### src/asm_defines.svh
`ifndef ASM_DEFINES_SVH
`define ASM_DEFINES_SVH

// ----------------------------------------------------------------
// serial command codes and register addresses
// ----------------------------------------------------------------
`define ASM_CMD_RESET 8'h01
`define ASM_REG_CFG 8'hb2
`define ASM_REG_THR 8'hb3
`define ASM_REG_RESULT 8'hb4
`define ASM_REG_PWR 8'hc0
`define ASM_REG_STATUS 8'hc6

// ----------------------------------------------------------------
// reset values and field positions
// ----------------------------------------------------------------
`define ASM_CFG_RESET 16'h0000
`define ASM_THR_RESET 16'hff00
`define ASM_PWR_RESET 16'h0002
`define ASM_ST_HIGH 0
`define ASM_ST_LOW 1
`define ASM_ADDR_BITS 8
`define ASM_DATA_BITS 16

// ----------------------------------------------------------------
// timing
// ----------------------------------------------------------------
`define ASM_CLK_PERIOD_PS 5000
`define ASM_POR_CYCLES 256
`define ASM_INTERVAL_NS 20800
`define ASM_INTERVAL_CYCLES (`ASM_INTERVAL_NS * 1000 / `ASM_CLK_PERIOD_PS)
`define ASM_WAKE_US 400
`define ASM_WAKE_CYCLES (`ASM_WAKE_US * 1000000 / `ASM_CLK_PERIOD_PS)
`define ASM_SAR_STEP_CYCLES 8

`endif

### src/asm_pkg.sv
`default_nettype none
package asm_pkg;

  typedef enum logic [1:0] {
    SRC_MONITOR = 2'b00,
    SRC_MIC_ONE = 2'b01,
    SRC_INPUT_TWO = 2'b10,
    SRC_DISC = 2'b11
  } asm_src_t;

  typedef struct packed {
    logic [7:0] interval;
    logic [1:0] spare;
    logic wake_tx;
    logic wake_en;
    logic lo_irq_en;
    logic hi_irq_en;
    asm_src_t src;
  } asm_cfg_t;

  typedef struct packed {
    logic [7:0] high;
    logic [7:0] low;
  } asm_thr_t;

  typedef struct packed {
    logic [10:0] spare;
    logic tx_en;
    logic rx_en;
    logic adc_en;
    logic xtal_en;
    logic bias_en;
  } asm_pwr_t;

  typedef enum logic [1:0] {
    BUS_IDLE = 2'b00,
    BUS_ADDR = 2'b01,
    BUS_DATA = 2'b11,
    BUS_END = 2'b10
  } asm_bus_state_t;

endpackage : asm_pkg
`default_nettype wire

### src/asm_monitor.sv
`timescale 1ns/100ps
`default_nettype none
`include "asm_defines.svh"

module asm_monitor
  import asm_pkg::*;
#(
  parameter int unsigned INTERVAL_CYCLES = `ASM_INTERVAL_CYCLES
) (
  input wire logic clk, // 200 MHz clock
  input wire logic reset_n, // async reset, power present
  input wire logic cbus_csn_n, // serial select, low active
  input wire logic cbus_sclk, // serial clock from host
  input wire logic cbus_cdata, // serial command data in
  output logic cbus_rdata, // serial reply data out
  output logic cbus_rdata_oe, // reply pin driven
  input wire logic sar_cmp, // input at or above trial code
  output logic [7:0] sar_dac_code, // trial code to comparator
  output asm_src_t adc_src_sel, // selected monitor input
  output asm_pwr_t power_ctl, // block power enables
  output logic por_active, // internal reset held
  output logic host_interrupt_n // interrupt to host, low active
);

  // ----------------------------------------------------------------
  // internal reset
  // ----------------------------------------------------------------
  logic por_busy_reg;
  logic [8:0] por_cnt_reg;
  logic soft_rst;

  always_ff @(posedge clk or negedge reset_n) begin
    if (!reset_n) begin
      por_busy_reg <= 1'b1;
      por_cnt_reg <= 9'h000;
    end else if (soft_rst) begin
      por_busy_reg <= 1'b1;
      por_cnt_reg <= 9'h000;
    end else if (por_busy_reg) begin
      por_busy_reg <= (por_cnt_reg != 9'(`ASM_POR_CYCLES - 1));
      por_cnt_reg <= por_cnt_reg + 9'h001;
    end
  end
  assign por_active = por_busy_reg;

  // ----------------------------------------------------------------
  // serial host port
  // ----------------------------------------------------------------
  asm_bus_state_t bus_state_reg;
  logic sclk_q_reg;
  logic [3:0] bit_cnt_reg;
  logic [15:0] sh_reg;
  logic [15:0] rd_sh_reg;
  logic [7:0] addr_reg;
  logic rdata_reg;
  logic rdata_oe_reg;
  asm_cfg_t cfg_reg;
  asm_thr_t thr_reg;
  asm_pwr_t pwr_reg;
  logic [7:0] result_reg;
  logic [1:0] status_reg;

  wire sclk_rise = cbus_sclk & ~sclk_q_reg;
  wire sclk_fall = ~cbus_sclk & sclk_q_reg;
  wire bus_live = ~cbus_csn_n & ~por_busy_reg;
  wire [7:0] addr_in = {sh_reg[6:0], cbus_cdata};
  wire [15:0] data_in = {sh_reg[14:0], cbus_cdata};
  wire addr_done = bus_live & sclk_rise & (bus_state_reg == BUS_ADDR)
                   & (bit_cnt_reg == 4'(`ASM_ADDR_BITS - 1));
  wire data_done = bus_live & sclk_rise & (bus_state_reg == BUS_DATA)
                   & (bit_cnt_reg == 4'(`ASM_DATA_BITS - 1));
  wire is_read = (addr_in == `ASM_REG_RESULT)
                 | (addr_in == `ASM_REG_STATUS);
  wire wr_cfg = data_done & (addr_reg == `ASM_REG_CFG);
  wire wr_thr = data_done & (addr_reg == `ASM_REG_THR);
  wire wr_pwr = data_done & (addr_reg == `ASM_REG_PWR);
  wire rd_status = addr_done & (addr_in == `ASM_REG_STATUS);
  assign soft_rst = addr_done & (addr_in == `ASM_CMD_RESET);

  function automatic logic [15:0] read_mux(input logic [7:0] a,
                                           input logic [7:0] res,
                                           input logic [1:0] st);
    if (a == `ASM_REG_RESULT) read_mux = {8'h00, res};
    else if (a == `ASM_REG_STATUS) read_mux = {14'h0000, st};
    else read_mux = 16'h0000;
  endfunction : read_mux

  wire [15:0] rd_word = read_mux(addr_in, result_reg, status_reg);

  always_ff @(posedge clk or negedge reset_n) begin
    if (!reset_n) sclk_q_reg <= 1'b0;
    else sclk_q_reg <= cbus_sclk;
  end

  always_ff @(posedge clk or negedge reset_n) begin
    if (!reset_n) begin
      bus_state_reg <= BUS_IDLE;
      bit_cnt_reg <= 4'h0;
      sh_reg <= 16'h0000;
      addr_reg <= 8'h00;
    end else if (!bus_live) begin
      bus_state_reg <= cbus_csn_n ? BUS_IDLE : BUS_END;
      bit_cnt_reg <= 4'h0;
    end else begin
      if (bus_state_reg == BUS_IDLE) bus_state_reg <= BUS_ADDR;
      if (sclk_rise) begin
        sh_reg <= data_in;
        bit_cnt_reg <= bit_cnt_reg + 4'h1;
      end
      if (addr_done) begin
        addr_reg <= addr_in;
        bit_cnt_reg <= 4'h0;
        bus_state_reg <= (addr_in == `ASM_CMD_RESET) ? BUS_END : BUS_DATA;
      end
      if (data_done) bus_state_reg <= BUS_END;
    end
  end

  always_ff @(posedge clk or negedge reset_n) begin
    if (!reset_n) begin
      rd_sh_reg <= 16'h0000;
      rdata_reg <= 1'b0;
      rdata_oe_reg <= 1'b0;
    end else if (!bus_live) begin
      rdata_oe_reg <= 1'b0;
    end else if (addr_done) begin
      rd_sh_reg <= rd_word;
      rdata_reg <= rd_word[15];
      rdata_oe_reg <= is_read;
    end else if (sclk_fall && bus_state_reg == BUS_DATA) begin
      rd_sh_reg <= {rd_sh_reg[14:0], 1'b0};
      rdata_reg <= rd_sh_reg[14];
    end
  end
  assign cbus_rdata = rdata_reg;
  assign cbus_rdata_oe = rdata_oe_reg;

  // ----------------------------------------------------------------
  // option registers
  // ----------------------------------------------------------------
  logic hi_evt;
  logic lo_evt;
  wire wake_req = hi_evt & cfg_reg.wake_en;

  always_ff @(posedge clk or negedge reset_n) begin
    if (!reset_n) begin
      cfg_reg <= `ASM_CFG_RESET;
      thr_reg <= `ASM_THR_RESET;
    end else if (por_busy_reg) begin
      cfg_reg <= `ASM_CFG_RESET;
      thr_reg <= `ASM_THR_RESET;
    end else begin
      if (wr_cfg) cfg_reg <= data_in;
      if (wr_thr) thr_reg <= data_in;
    end
  end

  always_ff @(posedge clk or negedge reset_n) begin
    if (!reset_n) begin
      pwr_reg <= `ASM_PWR_RESET;
    end else if (por_busy_reg) begin
      pwr_reg <= {pwr_reg[15:2], pwr_reg.xtal_en, 1'b0};
      pwr_reg.adc_en <= 1'b0;
      pwr_reg.rx_en <= 1'b0;
      pwr_reg.tx_en <= 1'b0;
    end else begin
      if (wr_pwr) pwr_reg <= data_in;
      if (wake_req) begin
        pwr_reg.bias_en <= 1'b1;
        if (cfg_reg.wake_tx) pwr_reg.tx_en <= 1'b1;
        else pwr_reg.rx_en <= 1'b1;
      end
    end
  end
  assign power_ctl = pwr_reg;
  assign adc_src_sel = cfg_reg.src;

  // ----------------------------------------------------------------
  // conversion timing
  // ----------------------------------------------------------------
  wire run_ok = pwr_reg.adc_en & pwr_reg.bias_en & pwr_reg.xtal_en
                & ~por_busy_reg;
  logic [15:0] base_cnt_reg;
  logic [7:0] mult_cnt_reg;
  logic [2:0] step_cnt_reg;
  logic sar_busy_reg;
  logic [2:0] sar_idx_reg;
  logic [7:0] trial_reg;
  logic done_reg;

  wire base_tick = base_cnt_reg == 16'(INTERVAL_CYCLES - 1);
  wire conv_start = run_ok & base_tick
                    & (mult_cnt_reg == cfg_reg.interval) & ~sar_busy_reg;
  wire step_en = step_cnt_reg == 3'(`ASM_SAR_STEP_CYCLES - 1);

  always_ff @(posedge clk or negedge reset_n) begin
    if (!reset_n) begin
      base_cnt_reg <= 16'h0000;
      mult_cnt_reg <= 8'h00;
    end else if (!run_ok) begin
      base_cnt_reg <= 16'h0000;
      mult_cnt_reg <= 8'h00;
    end else if (base_tick) begin
      base_cnt_reg <= 16'h0000;
      mult_cnt_reg <= (mult_cnt_reg == cfg_reg.interval) ? 8'h00
                      : mult_cnt_reg + 8'h01;
    end else begin
      base_cnt_reg <= base_cnt_reg + 16'h0001;
    end
  end

  always_ff @(posedge clk or negedge reset_n) begin
    if (!reset_n) step_cnt_reg <= 3'h0;
    else if (!sar_busy_reg) step_cnt_reg <= 3'h0;
    else step_cnt_reg <= step_cnt_reg + 3'h1;
  end

  // ----------------------------------------------------------------
  // successive approximation
  // ----------------------------------------------------------------
  wire [7:0] bit_sel = 8'h01 << sar_idx_reg;
  wire [7:0] kept = sar_cmp ? trial_reg : (trial_reg & ~bit_sel);
  wire last_step = sar_busy_reg & step_en & (sar_idx_reg == 3'h0);

  always_ff @(posedge clk or negedge reset_n) begin
    if (!reset_n) begin
      sar_busy_reg <= 1'b0;
      sar_idx_reg <= 3'h7;
      trial_reg <= 8'h00;
      result_reg <= 8'h00;
      done_reg <= 1'b0;
    end else begin
      done_reg <= last_step & run_ok;
      if (!run_ok) begin
        sar_busy_reg <= 1'b0;
      end else if (conv_start) begin
        sar_busy_reg <= 1'b1;
        sar_idx_reg <= 3'h7;
        trial_reg <= 8'h80;
      end else if (sar_busy_reg && step_en) begin
        if (sar_idx_reg == 3'h0) begin
          sar_busy_reg <= 1'b0;
          trial_reg <= kept;
          result_reg <= kept;
        end else begin
          trial_reg <= kept | (bit_sel >> 1);
          sar_idx_reg <= sar_idx_reg - 3'h1;
        end
      end
    end
  end
  assign sar_dac_code = trial_reg;

  // ----------------------------------------------------------------
  // threshold compare and interrupt
  // ----------------------------------------------------------------
  logic above_hi_reg;
  logic below_lo_reg;
  logic irq_n_reg;
  wire hi_now = result_reg > thr_reg.high;
  wire lo_now = result_reg < thr_reg.low;
  assign hi_evt = done_reg & hi_now & ~above_hi_reg;
  assign lo_evt = done_reg & lo_now & ~below_lo_reg;

  always_ff @(posedge clk or negedge reset_n) begin
    if (!reset_n) begin
      above_hi_reg <= 1'b0;
      below_lo_reg <= 1'b0;
    end else if (por_busy_reg) begin
      above_hi_reg <= 1'b0;
      below_lo_reg <= 1'b0;
    end else if (done_reg) begin
      above_hi_reg <= hi_now;
      below_lo_reg <= lo_now;
    end
  end

  always_ff @(posedge clk or negedge reset_n) begin
    if (!reset_n) begin
      status_reg <= 2'b00;
    end else if (por_busy_reg) begin
      status_reg <= 2'b00;
    end else begin
      // set beats the read clear
      status_reg[`ASM_ST_HIGH] <= hi_evt
        | (status_reg[`ASM_ST_HIGH] & ~rd_status);
      status_reg[`ASM_ST_LOW] <= lo_evt
        | (status_reg[`ASM_ST_LOW] & ~rd_status);
    end
  end

  wire [1:0] irq_mask = {cfg_reg.lo_irq_en, cfg_reg.hi_irq_en};
  always_ff @(posedge clk or negedge reset_n) begin
    if (!reset_n) irq_n_reg <= 1'b1;
    else irq_n_reg <= ~|(status_reg & irq_mask);
  end
  assign host_interrupt_n = irq_n_reg;

  // ----------------------------------------------------------------
  // checks
  // ----------------------------------------------------------------
  logic [9:0] hold_cnt_reg;
  always_ff @(posedge clk or negedge reset_n) begin
    if (!reset_n) hold_cnt_reg <= 10'h000;
    else if (soft_rst) hold_cnt_reg <= 10'h000;
    else if (por_busy_reg) hold_cnt_reg <= hold_cnt_reg + 10'h001;
    else hold_cnt_reg <= 10'h000;
  end
endmodule : asm_monitor
`default_nettype wire

### config.mk
export PLATFORM = sky130hd
export DESIGN_NAME = asm_monitor
export DESIGN_NICKNAME = d
export VERILOG_FILES = /design/src/asm_pkg.sv /design/src/asm_monitor.sv
export VERILOG_INCLUDE_DIRS = /design/src
export SDC_FILE = /design/constraint.sdc
export NUM_CORES = 1
export LEC_CHECK = 0
export ABC_AREA = 0
export BUFFER_PORTS_ARGS = -buffer_cell sky130_fd_sc_hd__buf_2
export CAP_MARGIN = 0
export CELL_PAD_IN_SITES_DETAIL_PLACEMENT = 1
export CELL_PAD_IN_SITES_GLOBAL_PLACEMENT = 2
export CORE_ASPECT_RATIO = 1.1
export CORE_MARGIN = 2
export CORE_UTILIZATION = 36
export CTS_CLUSTER_DIAMETER = 100
export DETAILED_ROUTE_END_ITERATION = 7
export HOLD_SLACK_MARGIN = 0.03
export PLACE_DENSITY_LB_ADDON = 0.1
export SLEW_MARGIN = 20
export SYNTH_ARGS = -nofsm -noshare
export SYNTH_HDL_FRONTEND = slang
export SYNTH_SLANG_ARGS = --single-unit
### constraint.sdc
create_clock -name clk -period 2.19 [get_ports clk]
set_clock_uncertainty 0.2 [all_clocks]
set_input_delay 0.219 -clock clk [delete_from_list [all_inputs] [get_ports clk]]
set_output_delay 0.219 -clock clk [all_outputs]
set_load 0.01 [all_outputs]
==> impl_metrics.ini <==
[sta]
max_slew_margin_pct = 66.64
rsz0062_at_grt = true
fmax_mhz = 460.7
report.final.slew_viol_count = 0
hold_ws_ps = 111.5
fin_crit_ps = 2170
hold_violations = 0
worst_pin_slew_ps = 500.5
setup_violations = 0
finalCritPeriodShare_pct = 99.10

[grt]
grt_overflow = 0
grt_pass1_wl_um = 32320
grt_usage_pct = 18.75
antenna_found_initial = 0
grt_pass1_vias = 6166
grt_max_degree = 50

[cts]
cts_root_buffer = clkbuf_16
clock_path_buffers = 2
cts_inserted_buffers = 17
cts_sinks = 156
clkLatencyLatePin_ps = 420
clkTransAtPathRegs_ps = 60
h-tree-depth = 4
cts_tree = done

[critical_path]
worstPathRequired_ps = 2290
cp-end-kind = flip-flop
cp-start-kind = flip-flop
arrival_ps = 2270
path_class = flip-flop to flip-flop
cp_max_fo = 16

[cells_and_area]
drive_gt1_share_pct = 22.63
layout_common_cells = dfrtp_1 (140), nand2_1 (95), nor2_1 (74)
layout_commonest_cell = dfrtp_1
antenna_cells = 0
design_area_um2 = 8965
fill_cells = 2231
synthToLayoutAreaGrowth_pct = 21.13
final_nets = 833
stdcell_count = 1069
final_core_util_pct = 44.01

[routing]
vias = 5604
postRouteAntennaNets = 0
viasPerCell = 5.242
routed_wirelength_um = 19310
first_iter_violations = 208
wl_per_cell_um = 18.06
drtPass1Iterations = 4
drcViolationCount = 0

[logic_synthesis]
synthArstFlopShare_pct = 100.0
syn-cell-area_um2 = 7401
ys.flop_type = dfrtp_1
ys_warn_count = 0
ys_types = 54
synth_area_per_cell_um2 = 10.22
syn_nets = 757
yosys_register_bits = 156
syn_inst = 724
yosysSeqAreaShare_pct = 52.98
synth-edff-count = 0

[die]
fp-row-count = 55
start_util_pct = 36.33
die-width_um = 140.7
die_h_um = 154.4
boundaryPins = 36
die-area_um2 = 21720
core_um2 = 20370

[placed_design]
numPortBuffers = 35
place_area_um2 = 8180
place_inst = 1028
gp_congestion = 0.7785
dp_hpwl_um = 13640

[flow_run]
maxCapViolCount = 0

[power_and_ir_drop]
power.total_mw = 6.031
leakagePower_nw = 4.225
power_density_nw_per_um2 = 672.8
vdd_drop_max_v = 0.0005270

[run_status]
status = finished, final reports clean

[min_path]
hold_class = primary input to async pin
where the power goes:
part / leakage [nW] / total (mW) / internal, mW / switching (mW)
sequential: 2.05 / 2.89 / 2.89 / 0.00656
clock: 0.293 / 3.02 / 1.78 / 1.24
combinational: 1.88 / 0.119 / 0.0319 / 0.0867
logic make-up after synthesis:
logic type | synth area share [%]
flip-flops | 52.98
AO/OA/AOI/OAI | 9.569
AND/OR/NAND/NOR | 19.51
adder cells (fa/ha/maj) | 4.565
buffers and inverters | 3.922
XOR/XNOR | 3.432
multiplexers | 6.019
cell usage after synthesis, types with 8 or more instances:
master	number	area share, %
xor2_1	23	2.7
nand2_1	96	4.9
ha_1	27	4.6
a21oi_1	23	1.6
inv_1	29	1.5
nand4_1	18	1.5
nand3_1	26	1.8
nor2_1	76	3.9
mux2i_1	16	2.2
dfrtp_1	142	48
o21ai_0	46	3.1
a31oi_1	11	0.93
clkbuf_1	19	0.96
and3_1	12	1.0
nor4_1	14	1.2
mux2_2	20	3.0
a22o_1	8	0.95
dfstp_2	14	5.0
area by class of cell:
cell class	instances	area [um2]	area share, %
Clock buffer	20	466.7	5.206
Clock inverter	12	137.6	1.535
Inverter	29	112.6	1.256
Multi-Input combinational cell	507	3304	36.86
Sequential cell	156	3924	43.77
Tap cell	256	320.3	3.573
Timing Repair Buffer	89	699.4	7.802
worst max-delay path, cell delays in order, from the launching register on:
cell	delay, ps
dfrtp_1	400
nand4b_1	360
or3_4	440
nor3_4	170
buf_12	200
mux2i_1	210
nor2_1	60
final timing paths:
kind | startpoint | end | slack, ps | cells past startpoint
min in group clk | cbus_sclk | bit_cnt_reg[2] | 170 | 5
worst max-delay path | addr_reg[6] | cfg_reg[12] | 20 | 6
worst max register to register | addr_reg[6] | cfg_reg[12] | 20 | 6
max in group asynchronous | reset_n | base_cnt_reg[1] | 950 | 3
worst min register to register | cfg_reg[3] | host_interrupt_n | 250 | 1
worst min-delay path | reset_n | por_cnt_reg[4] | 110 | 2
what timing repair did:
item,in CTS,in global routing
endpoints found under the hold margin,130,0
resized for setup,1,21
pin swaps,2,2
setup buffers,0,2
hold buffers,5,0
cloned,0,2
setup endpoints to repair,9,38
metal layers:
metal	vias to the layer above	global-route usage [%]	routed length, um
met4	0	4.667	229
met5	-	0	0
met1	2858	23.72	8614
met2	49	33.03	10020
li1	2682	-	-
met3	15	3.684	443
through the flow:
step / worst slack (ps) / TNS [ps]
after CTS: -9.742 / -21.48
after global placement: 29.19 / 0
final: 19.61 / 0
after floorplan: 11.61 / 0
after global routing: -80.18 / -720.8
after detailed placement: -42.95 / -228.9
Note: power is estimated with default switching activity, not from simulation.
